$ cat config.mk
export PLATFORM = sky130hd
export DESIGN_NAME = tirq_top
export DESIGN_NICKNAME = d
export VERILOG_FILES = /design/src/tirq_pkg.sv /design/src/tirq_sticky.sv /design/src/tirq_top.sv
export SDC_FILE = /design/constraint.sdc
export NUM_CORES = 1
export LEC_CHECK = 0
export BUFFER_PORTS_ARGS = -buffer_cell sky130_fd_sc_hd__buf_4
export CORE_ASPECT_RATIO = 1.75
export CORE_MARGIN = 2
export CORE_UTILIZATION = 38
export CTS_BUF_LIST = sky130_fd_sc_hd__clkbuf_4
export DETAILED_ROUTE_END_ITERATION = 7
export PLACE_DENSITY = 0.85
export SETUP_SLACK_MARGIN = 0.4
export SLEW_MARGIN = 20
export SYNTH_ARGS = -nofsm -noshare
export SYNTH_HDL_FRONTEND = slang
export SYNTH_SLANG_ARGS = --single-unit
$ cat constraint.sdc
create_clock -name clk_i -period 2.9 [get_ports clk_i]
set_input_delay 0 -clock clk_i [delete_from_list [all_inputs] [get_ports clk_i]]
set_output_delay 0 -clock clk_i [all_outputs]
set_load 0.02 [all_outputs]
$ cat src/tirq_pkg.sv
package tirq_pkg;
  localparam int unsigned TIRQ_AW = 32;
  localparam int unsigned TIRQ_DW = 32;
  // Register byte addresses
  localparam logic [31:0] TIRQ_IRQ_ENABLE_SET_ADDR = 32'h4005_0008;
  localparam logic [31:0] TIRQ_IRQ_ENABLE_CLEAR_ADDR = 32'h4005_000C;
  localparam logic [31:0] TIRQ_EVT_STATUS_ADDR = 32'h4005_0040;
  localparam logic [31:0] TIRQ_EVT_CLEAR_ADDR = 32'h4005_0044;
  localparam logic [31:0] TIRQ_EVT_ENABLE_ADDR = 32'h4005_0048;
  // Enable bit positions
  localparam int unsigned TIRQ_MASTER_WAITING_BIT = 0;
  localparam int unsigned TIRQ_MASTER_LOST_ARB_BIT = 4;
  localparam int unsigned TIRQ_MASTER_FRAMING_BIT = 6;
  localparam int unsigned TIRQ_TARGET_WAITING_BIT = 8;
  localparam int unsigned TIRQ_TARGET_NOT_HOLDING_BIT = 11;
  localparam int unsigned TIRQ_TARGET_UNSELECTED_BIT = 15;
  localparam int unsigned TIRQ_SNOOP_READY_BIT = 16;
  localparam int unsigned TIRQ_SNOOP_OVERRUN_BIT = 17;
  localparam int unsigned TIRQ_SNOOP_QUIET_BIT = 19;
  localparam int unsigned TIRQ_BUS_GAP_TIMEOUT_BIT = 24;
  localparam int unsigned TIRQ_CLOCK_LOW_TIMEOUT_BIT = 25;
  // Implemented enables; everything else reserved
  localparam logic [31:0] TIRQ_ENABLE_MASK = 32'h030B_8951;
  localparam logic [31:0] TIRQ_ENABLE_RESET = 32'h0000_0000;
  localparam logic [31:0] TIRQ_ZERO_WORD = 32'h0000_0000;
  // Wrapper event bits
  localparam int unsigned TIRQ_EVT_W = 2;
  localparam int unsigned TIRQ_EVT_IRQ_RISE_BIT = 0;
  localparam int unsigned TIRQ_EVT_ENABLE_DROP_BIT = 1;
  localparam logic [TIRQ_EVT_W-1:0] TIRQ_EVT_RESET = 2'h0;
endpackage : tirq_pkg

$ cat src/tirq_sticky.sv
`timescale 1ns/100ps
module tirq_sticky
(
  input wire logic clk_i,
  input wire logic rst_i,
  input wire logic set_i,
  input wire logic clr_i,
  output logic q_o
);
  logic q_r;
  logic q_nxt;

  // Set wins over a same-cycle clear
  always_comb
  begin
    q_nxt = q_r;
    if (clr_i)
    begin
      q_nxt = 1'b0;
    end
    if (set_i)
    begin
      q_nxt = 1'b1;
    end
  end

  always_ff @(posedge clk_i)
  begin
    if (rst_i)
    begin
      q_r <= 1'b0;
    end
    else
    begin
      q_r <= q_nxt;
    end
  end

  assign q_o = q_r;
endmodule : tirq_sticky

$ cat src/tirq_top.sv
// Contract
// - Write one to set register enables
// - Set register reads current enables
// - Master enables at bits 0,4,6
// - Target enables at bits 8,11,15
// - Snoop enables at bits 16,17,19
// - Timeout enables at bits 24,25
// - All enables zero after reset
// - Write one to clear register disables
// - Clear register is write only
// - Clear uses same bit layout
// - Bus gap timeout needs its enable
//
// Chosen here: strobed register access.
`timescale 1ns/100ps
module tirq_top
(
  input wire logic clk_i,
  input wire logic rst_i,
  input wire logic [tirq_pkg::TIRQ_AW-1:0] addr_i,
  input wire logic [tirq_pkg::TIRQ_DW-1:0] wdata_i,
  input wire logic wr_i,
  input wire logic rd_i,
  input wire logic [tirq_pkg::TIRQ_DW-1:0] status_flags_i,
  output logic [tirq_pkg::TIRQ_DW-1:0] rdata_o,
  output logic twi_irq_o,
  output logic [tirq_pkg::TIRQ_DW-1:0] enables_o,
  output logic evt_irq_o
);
  import tirq_pkg::*;

  logic [TIRQ_DW-1:0] enable_r;
  logic [TIRQ_DW-1:0] enable_nxt;
  logic [TIRQ_DW-1:0] rdata_r;
  logic [TIRQ_DW-1:0] rdata_nxt;
  logic twi_irq_r;
  logic twi_irq_nxt;
  logic [TIRQ_EVT_W-1:0] evt_en_r;
  logic [TIRQ_EVT_W-1:0] evt_en_nxt;
  logic evt_irq_r;
  logic evt_irq_nxt;
  logic [TIRQ_EVT_W-1:0] evt_status;
  logic [TIRQ_EVT_W-1:0] evt_set;
  logic [TIRQ_EVT_W-1:0] evt_clr;
  logic wr_set;
  logic wr_clr;
  logic wr_evt_clr;
  logic wr_evt_en;
  logic [TIRQ_DW-1:0] evt_status_word;
  logic [TIRQ_DW-1:0] evt_enable_word;

  // Named enable bits
  logic master_waiting_irq_enable;
  logic master_lost_arbitration_irq_enable;
  logic master_framing_error_irq_enable;
  logic target_waiting_irq_enable;
  logic target_not_holding_irq_enable;
  logic target_unselected_irq_enable;
  logic snoop_ready_irq_enable;
  logic snoop_overrun_irq_enable;
  logic snoop_quiet_irq_enable;
  logic bus_gap_timeout_irq_enable;
  logic clock_low_timeout_irq_enable;

  // Named clear strokes
  logic master_waiting_irq_disable;
  logic master_lost_arbitration_irq_disable;
  logic master_framing_error_irq_disable;
  logic target_waiting_irq_disable;
  logic target_not_holding_irq_disable;
  logic target_unselected_irq_disable;
  logic snoop_ready_irq_disable;
  logic snoop_overrun_irq_disable;
  logic snoop_quiet_irq_disable;
  logic bus_gap_timeout_irq_disable;
  logic clock_low_timeout_irq_disable;

  // Gated request per source
  logic master_waiting_req;
  logic master_lost_arbitration_req;
  logic master_framing_error_req;
  logic target_waiting_req;
  logic target_not_holding_req;
  logic target_unselected_req;
  logic snoop_ready_req;
  logic snoop_overrun_req;
  logic snoop_quiet_req;
  logic bus_gap_timeout_req;
  logic clock_low_timeout_req;
  logic enable_drop;

  assign wr_set = wr_i && (addr_i == TIRQ_IRQ_ENABLE_SET_ADDR);
  assign wr_clr = wr_i && (addr_i == TIRQ_IRQ_ENABLE_CLEAR_ADDR);
  assign wr_evt_clr = wr_i && (addr_i == TIRQ_EVT_CLEAR_ADDR);
  assign wr_evt_en = wr_i && (addr_i == TIRQ_EVT_ENABLE_ADDR);

  // Named views of the enable word
  assign master_waiting_irq_enable = enable_r[TIRQ_MASTER_WAITING_BIT];
  assign master_lost_arbitration_irq_enable = enable_r[TIRQ_MASTER_LOST_ARB_BIT];
  assign master_framing_error_irq_enable = enable_r[TIRQ_MASTER_FRAMING_BIT];
  assign target_waiting_irq_enable = enable_r[TIRQ_TARGET_WAITING_BIT];
  assign target_not_holding_irq_enable = enable_r[TIRQ_TARGET_NOT_HOLDING_BIT];
  assign target_unselected_irq_enable = enable_r[TIRQ_TARGET_UNSELECTED_BIT];
  assign snoop_ready_irq_enable = enable_r[TIRQ_SNOOP_READY_BIT];
  assign snoop_overrun_irq_enable = enable_r[TIRQ_SNOOP_OVERRUN_BIT];
  assign snoop_quiet_irq_enable = enable_r[TIRQ_SNOOP_QUIET_BIT];
  assign bus_gap_timeout_irq_enable = enable_r[TIRQ_BUS_GAP_TIMEOUT_BIT];
  assign clock_low_timeout_irq_enable = enable_r[TIRQ_CLOCK_LOW_TIMEOUT_BIT];

  // Clear register strokes, one per source
  assign master_waiting_irq_disable = wr_clr && wdata_i[TIRQ_MASTER_WAITING_BIT];
  assign master_lost_arbitration_irq_disable = wr_clr && wdata_i[TIRQ_MASTER_LOST_ARB_BIT];
  assign master_framing_error_irq_disable = wr_clr && wdata_i[TIRQ_MASTER_FRAMING_BIT];
  assign target_waiting_irq_disable = wr_clr && wdata_i[TIRQ_TARGET_WAITING_BIT];
  assign target_not_holding_irq_disable = wr_clr && wdata_i[TIRQ_TARGET_NOT_HOLDING_BIT];
  assign target_unselected_irq_disable = wr_clr && wdata_i[TIRQ_TARGET_UNSELECTED_BIT];
  assign snoop_ready_irq_disable = wr_clr && wdata_i[TIRQ_SNOOP_READY_BIT];
  assign snoop_overrun_irq_disable = wr_clr && wdata_i[TIRQ_SNOOP_OVERRUN_BIT];
  assign snoop_quiet_irq_disable = wr_clr && wdata_i[TIRQ_SNOOP_QUIET_BIT];
  assign bus_gap_timeout_irq_disable = wr_clr && wdata_i[TIRQ_BUS_GAP_TIMEOUT_BIT];
  assign clock_low_timeout_irq_disable = wr_clr && wdata_i[TIRQ_CLOCK_LOW_TIMEOUT_BIT];

  // Enable register: set and clear act through the same layout
  always_comb
  begin
    enable_nxt = enable_r;
    if (wr_set)
    begin
      enable_nxt = enable_r | (wdata_i & TIRQ_ENABLE_MASK);
    end
    if (wr_clr)
    begin
      enable_nxt = enable_r & ~(wdata_i & TIRQ_ENABLE_MASK);
    end
    // Only implemented positions can hold a one
    enable_nxt = enable_nxt & TIRQ_ENABLE_MASK;
  end

  // Request gated per position; gap timeout only with its enable
  always_comb
  begin
    master_waiting_req = status_flags_i[TIRQ_MASTER_WAITING_BIT]
      && master_waiting_irq_enable;
    master_lost_arbitration_req = status_flags_i[TIRQ_MASTER_LOST_ARB_BIT]
      && master_lost_arbitration_irq_enable;
    master_framing_error_req = status_flags_i[TIRQ_MASTER_FRAMING_BIT]
      && master_framing_error_irq_enable;
    target_waiting_req = status_flags_i[TIRQ_TARGET_WAITING_BIT]
      && target_waiting_irq_enable;
    target_not_holding_req = status_flags_i[TIRQ_TARGET_NOT_HOLDING_BIT]
      && target_not_holding_irq_enable;
    target_unselected_req = status_flags_i[TIRQ_TARGET_UNSELECTED_BIT]
      && target_unselected_irq_enable;
    snoop_ready_req = status_flags_i[TIRQ_SNOOP_READY_BIT]
      && snoop_ready_irq_enable;
    snoop_overrun_req = status_flags_i[TIRQ_SNOOP_OVERRUN_BIT]
      && snoop_overrun_irq_enable;
    snoop_quiet_req = status_flags_i[TIRQ_SNOOP_QUIET_BIT]
      && snoop_quiet_irq_enable;
    bus_gap_timeout_req = status_flags_i[TIRQ_BUS_GAP_TIMEOUT_BIT]
      && bus_gap_timeout_irq_enable;
    clock_low_timeout_req = status_flags_i[TIRQ_CLOCK_LOW_TIMEOUT_BIT]
      && clock_low_timeout_irq_enable;
    twi_irq_nxt = master_waiting_req
      || master_lost_arbitration_req
      || master_framing_error_req
      || target_waiting_req
      || target_not_holding_req
      || target_unselected_req
      || snoop_ready_req
      || snoop_overrun_req
      || snoop_quiet_req
      || bus_gap_timeout_req
      || clock_low_timeout_req;
  end

  always_ff @(posedge clk_i)
  begin
    if (rst_i)
    begin
      enable_r <= TIRQ_ENABLE_RESET;
      twi_irq_r <= 1'b0;
    end
    else
    begin
      enable_r <= enable_nxt;
      twi_irq_r <= twi_irq_nxt;
    end
  end

  // A clear stroke that lands on a live enable
  always_comb
  begin
    enable_drop = (master_waiting_irq_disable && master_waiting_irq_enable)
      || (master_lost_arbitration_irq_disable && master_lost_arbitration_irq_enable)
      || (master_framing_error_irq_disable && master_framing_error_irq_enable)
      || (target_waiting_irq_disable && target_waiting_irq_enable)
      || (target_not_holding_irq_disable && target_not_holding_irq_enable)
      || (target_unselected_irq_disable && target_unselected_irq_enable)
      || (snoop_ready_irq_disable && snoop_ready_irq_enable)
      || (snoop_overrun_irq_disable && snoop_overrun_irq_enable)
      || (snoop_quiet_irq_disable && snoop_quiet_irq_enable)
      || (bus_gap_timeout_irq_disable && bus_gap_timeout_irq_enable)
      || (clock_low_timeout_irq_disable && clock_low_timeout_irq_enable);
  end

  // Wrapper events: request rising, and an enable dropped by software
  always_comb
  begin
    evt_set = TIRQ_EVT_RESET;
    evt_set[TIRQ_EVT_IRQ_RISE_BIT] = twi_irq_nxt && !twi_irq_r;
    evt_set[TIRQ_EVT_ENABLE_DROP_BIT] = enable_drop;
    evt_clr = TIRQ_EVT_RESET;
    if (wr_evt_clr)
    begin
      evt_clr = wdata_i[TIRQ_EVT_W-1:0];
    end
  end

  genvar g;
  generate
    for (g = 0; g < TIRQ_EVT_W; g++)
    begin : g_evt
      tirq_sticky u_sticky
      (
        .clk_i(clk_i),
        .rst_i(rst_i),
        .set_i(evt_set[g]),
        .clr_i(evt_clr[g]),
        .q_o(evt_status[g])
      );
    end
  endgenerate

  always_comb
  begin
    evt_en_nxt = evt_en_r;
    if (wr_evt_en)
    begin
      evt_en_nxt = wdata_i[TIRQ_EVT_W-1:0];
    end
    evt_irq_nxt = |(evt_status & evt_en_r);
  end

  always_ff @(posedge clk_i)
  begin
    if (rst_i)
    begin
      evt_en_r <= TIRQ_EVT_RESET;
      evt_irq_r <= 1'b0;
    end
    else
    begin
      evt_en_r <= evt_en_nxt;
      evt_irq_r <= evt_irq_nxt;
    end
  end

  // Event registers widened to a bus word
  assign evt_status_word = {{(TIRQ_DW-TIRQ_EVT_W){1'b0}}, evt_status};
  assign evt_enable_word = {{(TIRQ_DW-TIRQ_EVT_W){1'b0}}, evt_en_r};

  // Read data valid the cycle after the strobe only
  always_comb
  begin
    rdata_nxt = TIRQ_ZERO_WORD;
    if (rd_i)
    begin
      case (addr_i)
        TIRQ_IRQ_ENABLE_SET_ADDR:
        begin
          rdata_nxt = enable_r;
        end
        TIRQ_IRQ_ENABLE_CLEAR_ADDR:
        begin
          rdata_nxt = TIRQ_ZERO_WORD;
        end
        TIRQ_EVT_STATUS_ADDR:
        begin
          rdata_nxt = evt_status_word;
        end
        TIRQ_EVT_ENABLE_ADDR:
        begin
          rdata_nxt = evt_enable_word;
        end
        default:
        begin
          rdata_nxt = TIRQ_ZERO_WORD;
        end
      endcase
    end
  end

  always_ff @(posedge clk_i)
  begin
    if (rst_i)
    begin
      rdata_r <= TIRQ_ZERO_WORD;
    end
    else
    begin
      rdata_r <= rdata_nxt;
    end
  end

  assign rdata_o = rdata_r;
  assign twi_irq_o = twi_irq_r;
  assign enables_o = enable_r;
  assign evt_irq_o = evt_irq_r;
endmodule : tirq_top

; Word-level counts from Yosys, hierarchy flattened
; Index checks and enable logic that the tools add are counted.
[totals]
ff_bits = 49
in_bits = 100
[op_classes]
n_eq_ne = 5
mux = 8
bitwise = 5
n_reduce_logical = 64
[op_table]
columns = cell, n
row1 = $eq A32 B31 Y1 const B, 5
row2 = $pmux W26 S3, 1
row3 = $mux W26, 2
row4 = $logic_and A1 B1 Y1, 38
row5 = $and A26 B26 Y26, 1
row6 = $not A26 Y26, 1
row7 = $or A26 B26 Y26, 1
row8 = $logic_or A1 B1 Y1, 20
row9 = $reduce_bool A2 Y1, 3
row10 = $mux W1, 4
row11 = $reduce_or A2 Y1, 2
row12 = $and A2 B2 Y2, 1
row13 = $mux W2, 1
row14 = $logic_not A1 Y1, 1
row15 = $not A1 Y1, 1

; Depth between registers and ports, before layout
; Gate-level depths: netlist of the first run.
[depth]
ltp_word = 15
mapped_depth = 6
depth_no_buf = 5

; Cells and area by module
; From an unflattened synthesis of the first run, not the netlist that was laid out.
[hier_totals]
hier_cells = 171
hier_area_um2 = 1704.1
[modules_own_cells]
columns = mod, n_inst, cells_per_inst, area_per_inst_um2
row1 = tirq_top, 1, 163, 1626.6
row2 = tirq_sticky, 2, 4, 38.8

; Worst setup path before layout of the first run
; Ideal clock, no wire load.
[synth_timing]
path_type = in2reg
from = in addr_i[4] (netlist bit)
to = reg rdata_r[11] (netlist: rdata_o[11])
setup_time_ns = 0.060
t_arrival_ns = 1.229
setup_slack_ns = 1.612
stages = 6
n_path_buf = 1
cell_sequence = nor4_1 nand4_1 or2_1 buf_2 nor3_4 and2_1
[synth_via]
elab_chain_len = 2
word_cells_on_any_way = 4
classes_between = eq/ne (3) / mux (1)
[synth_rtl]
columns = element, line
row1 = start: declaration, tirq_top.sv:20  ; input wire logic [tirq_pkg::TIRQ_AW-1:0] addr_i,
row2 = $eq A32 B31 Y1, tirq_top.sv:269  ; case (addr_i)
row3 = $pmux W26 S3 *, tirq_top.sv:269
row4 = end signal: assignment, tirq_top.sv:302  ; rdata_r <= rdata_nxt;
row5 = end: declaration, tirq_top.sv:34  ; logic [TIRQ_DW-1:0] rdata_r;
; Every way passes the cells marked *; elsewhere a longest branch is shown, timed or not.
; A chain may end at the register's enable or synchronous reset.

==> results of run 1 <==
worst max-delay path by stage:
stage                     slack [ns]          end  startpoint  cells past startpoint
after floorplan                 1.61  rdata_o[11]   addr_i[4]                      6
after global placement          1.33  rdata_o[15]  addr_i[21]                      6
after detailed placement        1.23  rdata_o[17]  addr_i[23]                      6
after CTS                       1.06         flop  addr_i[11]                      8
after global routing            0.91         flop  addr_i[21]                      8
final                           1.04         flop   addr_i[6]                      7
cell families after synthesis:
logic type             after synthesis  synth area share
other                                1           0.00248
multiplexers                         4            0.0273
buffers and inverters               48             0.225
flip-flops                          29             0.383
AO/OA/AOI/OAI                       38             0.174
AND/OR/NAND/NOR                     44             0.188
critical path, cell delays in order:
cell           delay, ns
dlygate4sd3_1       0.54
buf_4               0.16
nor4b_2             0.32
buf_4               0.24
a21oi_1             0.08
a211oi_1            0.21
dlygate4sd3_1       0.58
cell type report:
class                   instances  share of cell area
clock inverters                 3              0.0174
repair buffers                111               0.379
well taps                      48              0.0254
clock buffers                   5              0.0158
flip-flops and latches         29               0.245
inverters                       2             0.00317
multi-input cells             127               0.314
synthesized netlist by cell type (4+ instances only):
library cell	n
buf_4	42
dfxtp_1	29
a21oi_1	12
a211oi_1	10
and2_1	10
nor2_1	5
nor4_1	5
a22oi_1	4
nor3_1	4
stage by stage:
step	worst slack (ns)	std cells	hold WS, ns
after floorplan	1.61	204	0.0966
after global placement	1.33	291	0.198
after detailed placement	1.23	291	0.204
after CTS	1.06	325	0.0369
after global routing	0.910	325	0.0534
final	1.04	325	0.0390
metal layers:
metal / part of all wire / vias to the layer above / track usage
met5: 0 / - / 0
met4: 0.023 / 0 / 0.105
met3: 0.082 / 9 / 0.0258
met2: 0.56 / 93 / 0.329
met1: 0.34 / 721 / 0.184
li1: - / 735 / -
power groups by stage:
stage / Sequential (uW) / Clock, uW / Combinational, uW
global route: 398 / 344 / 154
detailed placement: 407 / 0 / 128
finish: 398 / 321 / 146
CTS: 398 / 324 / 144
floorplan: 407 / 0 / 101
global placement: 407 / 0 / 126
==> results.md, run 1 <==
- Run status: finished, final reports clean
- Post-cts resize count: 0
- Final Max Tran Viols: 0
- Asr flop ratio synth: 0
- Hold path endpoint: rdata_o[0]
- Vias in the first global route: 1,371
- CTS buffer count: 5
- First-pass GRT wire length: 6.05 mm
- Worst R2R End: g_evt[0].u_sticky.q_o
- Multi-input gate area: about 740 sq um
- Worst vdd ir: approximately 0.25 mV
- All-layer global routing usage: 0.178
- Post-synth EDFFs: 0
- CTS clock-pin slew for the worst setup and hold paths: 0.09 ns
- Yosys top cell area share: 0.383
- Largest net degree at the start of global routing: 19
- Max-cap violations: 0
- Combinational power share: 0.168
- Most common cell after layout, fill and taps aside: buf_4
- DR iter-0 viols: 31
- Leak: 0.00111 uW
- Wire per inst: 12.8 um
- Total number of vias: roughly 1,600
- Min-Delay Path Depth: 3
- Switching Power: 221 uW
- Root buffer cell: clkbuf_4
- Yosys reg bits: 29
- Sequential-to-total area share from yosys stat: 0.383
- RSZ-0062 raised after global routing: no
- Post-CTS setup buffer count: 0
- Antenna viol nets, final: 0
- Fill cell count: around 330
- Power density relative to cell area: around 370 nW/um^2
- Design Area, Final: between 2000 and 2500 sq um
- Die area: 4530 sq um
- IO Pins: 166
- Initial antenna violation count: 0
- R2R setup slack: 1.51 ns
- Hold Buf Count CTS: 26
- Number of remaining DRC errors: 0
- Gr ovfl total: 0
- Post-synthesis cell type count: 32
- Drt total wl: 4.17 mm
- Hold Path Class: in2reg
- WP data required: 3.18 ns
- CP Capture Type: flop
- YS warnings: 0
- Syn Area/Cell: 9.23 sq um
- Placer Congestion: about 0.88
- Die Y: just under 90 um
- Largest area contributor in the netlist: dfxtp_1
- Final clock skew: slightly below 0.007 ns
- Placed inst area: 2030 sq um
- Post-synthesis cell area: 1510 sq um
- Int Pwr: around 640 uW
- Ratio of cells with drive above 1 in the final layout: 0.347
- Startpoint class of the critical path: input pin
- Overall power: just under 900 uW
- Detailed Routing Iterations Pass 1: 4
- Final setup violation count: 0
- Setup TNS: 0 ns
- Dpl hpwl: between 3 and 4 mm
- Via density: approximately 4.8
- PortBufs: 83
- Storage cell area: 581 sq um
- FF-to-FF path depth: 4
- H-tree depth: 2
- Crit path DAT: between 2 and 2.5 ns
- Core box area: about 3900 sq um
- Row cnt: 30
- Effective utilization at floorplan: 0.392
- Worst-path fanout max: 11
- Die X: 51.7 um
- Synth area leaders: dfxtp_1, buf_4, a211oi_1, and2_1, a21oi_1
- Clock power frac: 0.371
- # nets final: about 380
- Sequential power share: 0.460
- Gate Count Post-Synth: 164
- Final Core Density: 0.613
- Worst skew pair latency: between 0.3 and 0.4 ns
- Most frequent cells in the layout: buf_4, conb_1, dfxtp_1, dlygate4sd3_1, a21oi_1
- WS Path Type: in2reg
- Period minus WS final: 1.86 ns
- Max Clock Freq: 537 MHz
- ANT cells: 0
- # clock sinks: 29
- HP Start: addr_i[3]
- CTS tree: done
- Switching part of the total: 0.256
- Max Root-Sink Buffers: 2
- Main flop type after synthesis: dfxtp_1
- Tcrit/Tclk final: 0.642
- Fin. Hold Viols: 0
- Syn-to-layout area delta: 56.4%
Note: power is estimated with default switching activity, not from simulation.
==> run 2, diff against run 1 <==
--- a/config.mk
+++ b/config.mk
@@ -5,13 +5,14 @@
 export SDC_FILE = /design/constraint.sdc
 export NUM_CORES = 1
 export LEC_CHECK = 0
+export ABC_AREA = 1
 export BUFFER_PORTS_ARGS = -buffer_cell sky130_fd_sc_hd__buf_4
 export CORE_ASPECT_RATIO = 1.75
 export CORE_MARGIN = 2
-export CORE_UTILIZATION = 38
+export CORE_UTILIZATION = 35
 export CTS_BUF_LIST = sky130_fd_sc_hd__clkbuf_4
 export DETAILED_ROUTE_END_ITERATION = 7
-export PLACE_DENSITY = 0.85
+export PLACE_DENSITY = 0.76
 export SETUP_SLACK_MARGIN = 0.4
 export SLEW_MARGIN = 20
 export SYNTH_ARGS = -nofsm -noshare
==> constraint.sdc (replaced) <==
create_clock -name clk_i -period 1.6 [get_ports clk_i]
set_input_delay 0 -clock clk_i [delete_from_list [all_inputs] [get_ports clk_i]]
set_output_delay 0 -clock clk_i [all_outputs]
set_load 0.02 [all_outputs]
==> run 2 against run 1 <==
Against the previous run:
- register-to-register slack lost 1.0 ns
- setup slack lost 0.56 ns
- synthesized area grew 20%
- routed wire length grew 17%
- combinational power grew 100%
==> results.md, run 2 <==
- CTS buffer count: 5
- Overall power: 1610 uW
- Die X: 58.6 um
- DR iter-0 viols: 53
- Total number of vias: 1,880
- Die area: 5820 sq um
- Max-cap violations: 0
- FF-to-FF path depth: 5
- CTS clock-pin slew for the worst setup and hold paths: 0.10 ns
- Tcrit/Tclk final: 0.703
- Placer Congestion: 0.789
- Most common cell after layout, fill and taps aside: buf_4
- Max Root-Sink Buffers: 2
- Row cnt: 34
- Run status: finished, final reports clean
- Detailed Routing Iterations Pass 1: 4
- Vias in the first global route: 1,782
- # clock sinks: 29
- All-layer global routing usage: 0.171
- Synth area leaders: dfxtp_1, buf_4, nand2_1, nand3_1, nor2_1
- Final WS setup: around 0.48 ns
- HP Start: status_flags_i[8]
- Core box area: 4980 sq um
- Gr ovfl total: 0
- WS Path Type: in2reg
- ANT cells: 0
- H-tree depth: 2
- Worst R2R End: g_evt[0].u_sticky.q_o
- Number of remaining DRC errors: 0
- Pre-CTS WS: approximately 0.15 ns
- Crit path DAT: 1.38 ns
- First-pass GRT wire length: 7.69 mm
- Synth cell count leaders: buf_4, nand2_1, dfxtp_1, nor2_1, nand3_1
- CTS tree: done
- Root buffer cell: clkbuf_4
- # nets final: 457
- Post-synth EDFFs: 0
- PortBufs: 83
- Final clock skew: between 0.01 and 0.015 ns
- IO Pins: 166
- Syn Area/Cell: 7.18 sq um
- Period minus WS final: 1.12 ns
- Final setup violation count: 0
- Setup TNS: 0 ns
- Min-Delay Path Depth: 5
- Dpl hpwl: approximately 3.7 mm
- YS warnings: 0
- Sequential-to-total area share from yosys stat: 0.318
- Antenna viol nets, final: 0
- Leak: 0.00125 uW
- Max Clock Freq: 889 MHz
- Most numerous cell in the Yosys netlist: buf_4
- Hold Path Class: in2reg
- Gate Count Post-Synth: 254
- Design Area, Final: 2620 sq um
- Ratio of cells with drive above 1 in the final layout: 0.332
- Post-synthesis cell area: 1820 sq um
- Fin. Hold Viols: 0
- Yosys top cell area share: 0.318
- Main flop type after synthesis: dfxtp_1
- CP Capture Type: flop
- Syn-to-layout area delta: 43.4%
- R2R setup slack: around 0.50 ns
- RSZ-0062 raised after global routing: yes
- Hold path endpoint: twi_irq_o
- Yosys reg bits: 29
- Most frequent cells in the layout: buf_4, nand2_1, conb_1, dfxtp_1, nor2_1
- Wire per inst: 11.8 um
- Asr flop ratio synth: 0
- Placed inst area: between 2000 and 2500 sq um
- Startpoint class of the critical path: input pin
- Final Max Tran Viols: 0
- Worst-path fanout max: 6
- Worst vdd ir: 0.510 mV
- Initial antenna violation count: 0
- Die Y: 99.5 um
- Drt total wl: ~4.9 mm
- Hold Worst Slack: slightly above 0.008 ns
- Via density: 4.56
- Post-synthesis cell type count: 29
- Largest net degree at the start of global routing: 23
- Power density relative to cell area: between 600 and 700 nW/um^2
- WP data required: 1.86 ns
- Worst skew pair latency: 0.32 ns
- Largest area contributor in the netlist: dfxtp_1
- Effective utilization at floorplan: 0.366
-- run 2: cell count changes after synthesis, moves of 10 or more --
cell	change
a211oi_1	-10
and2_1	-10
inv_1	+20
nand2_1	+41
nand3_1	+21
nor2_1	+19
-- run 2: power by group --
part / internal, uW / switching (uW) / leakage (uW) / total [uW]
registers: 721 / 0.0000000786 / 0.000235 / 721
clock network: 342 / 256 / 0.0000433 / 598
logic: 130 / 165 / 0.000975 / 295
total: 1190 / 421 / 0.00125 / 1610
-- run 2: cell families (layout without fill, tap and decap cells) --
kind of cell           Yosys count  after routing  synth area share
DFF                             29             29             0.318
other                            1             41           0.00206
AOI/OAI and AO/OA               23             23            0.0734
and+or+nand+nor                128            128             0.356
buffers and inverters           73            137             0.250
-- run 2: through the flow --
step | util | std cells
finish | 0.525 | 412
global route | 0.525 | 412
CTS | 0.520 | 409
detailed placement | 0.474 | 387
global placement | 0.474 | 387
floorplan | - | 294
-- run 2: how the worst max path moves through the flow --
stage	from	end	slack (ns)	cells after the start
after floorplan	addr_i[1]	g_evt[0].u_sticky.q_o	0.45	9
after global placement	addr_i[1]	flop	0.14	10
after detailed placement	addr_i[15]	flop	0.15	11
after CTS	rst_i	rdata_o[1]	0.41	6
after global routing	addr_i[15]	flop	0.37	11
final	addr_i[1]	flop	0.48	10
-- run 2: critical path, stage by stage --
cell and delay [ns]:
buf_4 0.11, or2_4 0.26, nor2_4 0.08, nand2_2 0.07
nor2_4 0.15, nand3_4 0.11, nor2_4 0.21, clkbuf_2 0.19
nand3_1 0.08, a21oi_1 0.13
-- run 2: cell type report --
| class | count | area (sq um) |
|---|---|---|
| multi-input combinational | 192 | 948 |
| clock buffer | 6 | 45.0 |
| timing repair buffer | 105 | 846 |
| fill | 492 | 2360 |
| clock inverter | 2 | 33.8 |
| inverter | 24 | 90.1 |
| tap | 54 | 67.6 |
| sequential | 29 | 584 |
-- run 2: timing repair --
action / 4_1_cts / 5_1_grt
hold buffers: 14 / 0
setup buffers: 0 / 3
gates resized for setup: 1 / 5
setup endpoints to repair: 2 / 8
pin swaps: 0 / 2
endpoints found under the hold margin: 14 / 0
-- run 2: layer usage --
layer / track usage / vias to the layer above / wire, um
met1: 0.168 / 813 / 1690
met4: 0.0698 / 0 / 63
met3: 0.0338 / 6 / 452
met2: 0.331 / 107 / 2670
met5: 0 / - / 0
li1: - / 954 / -
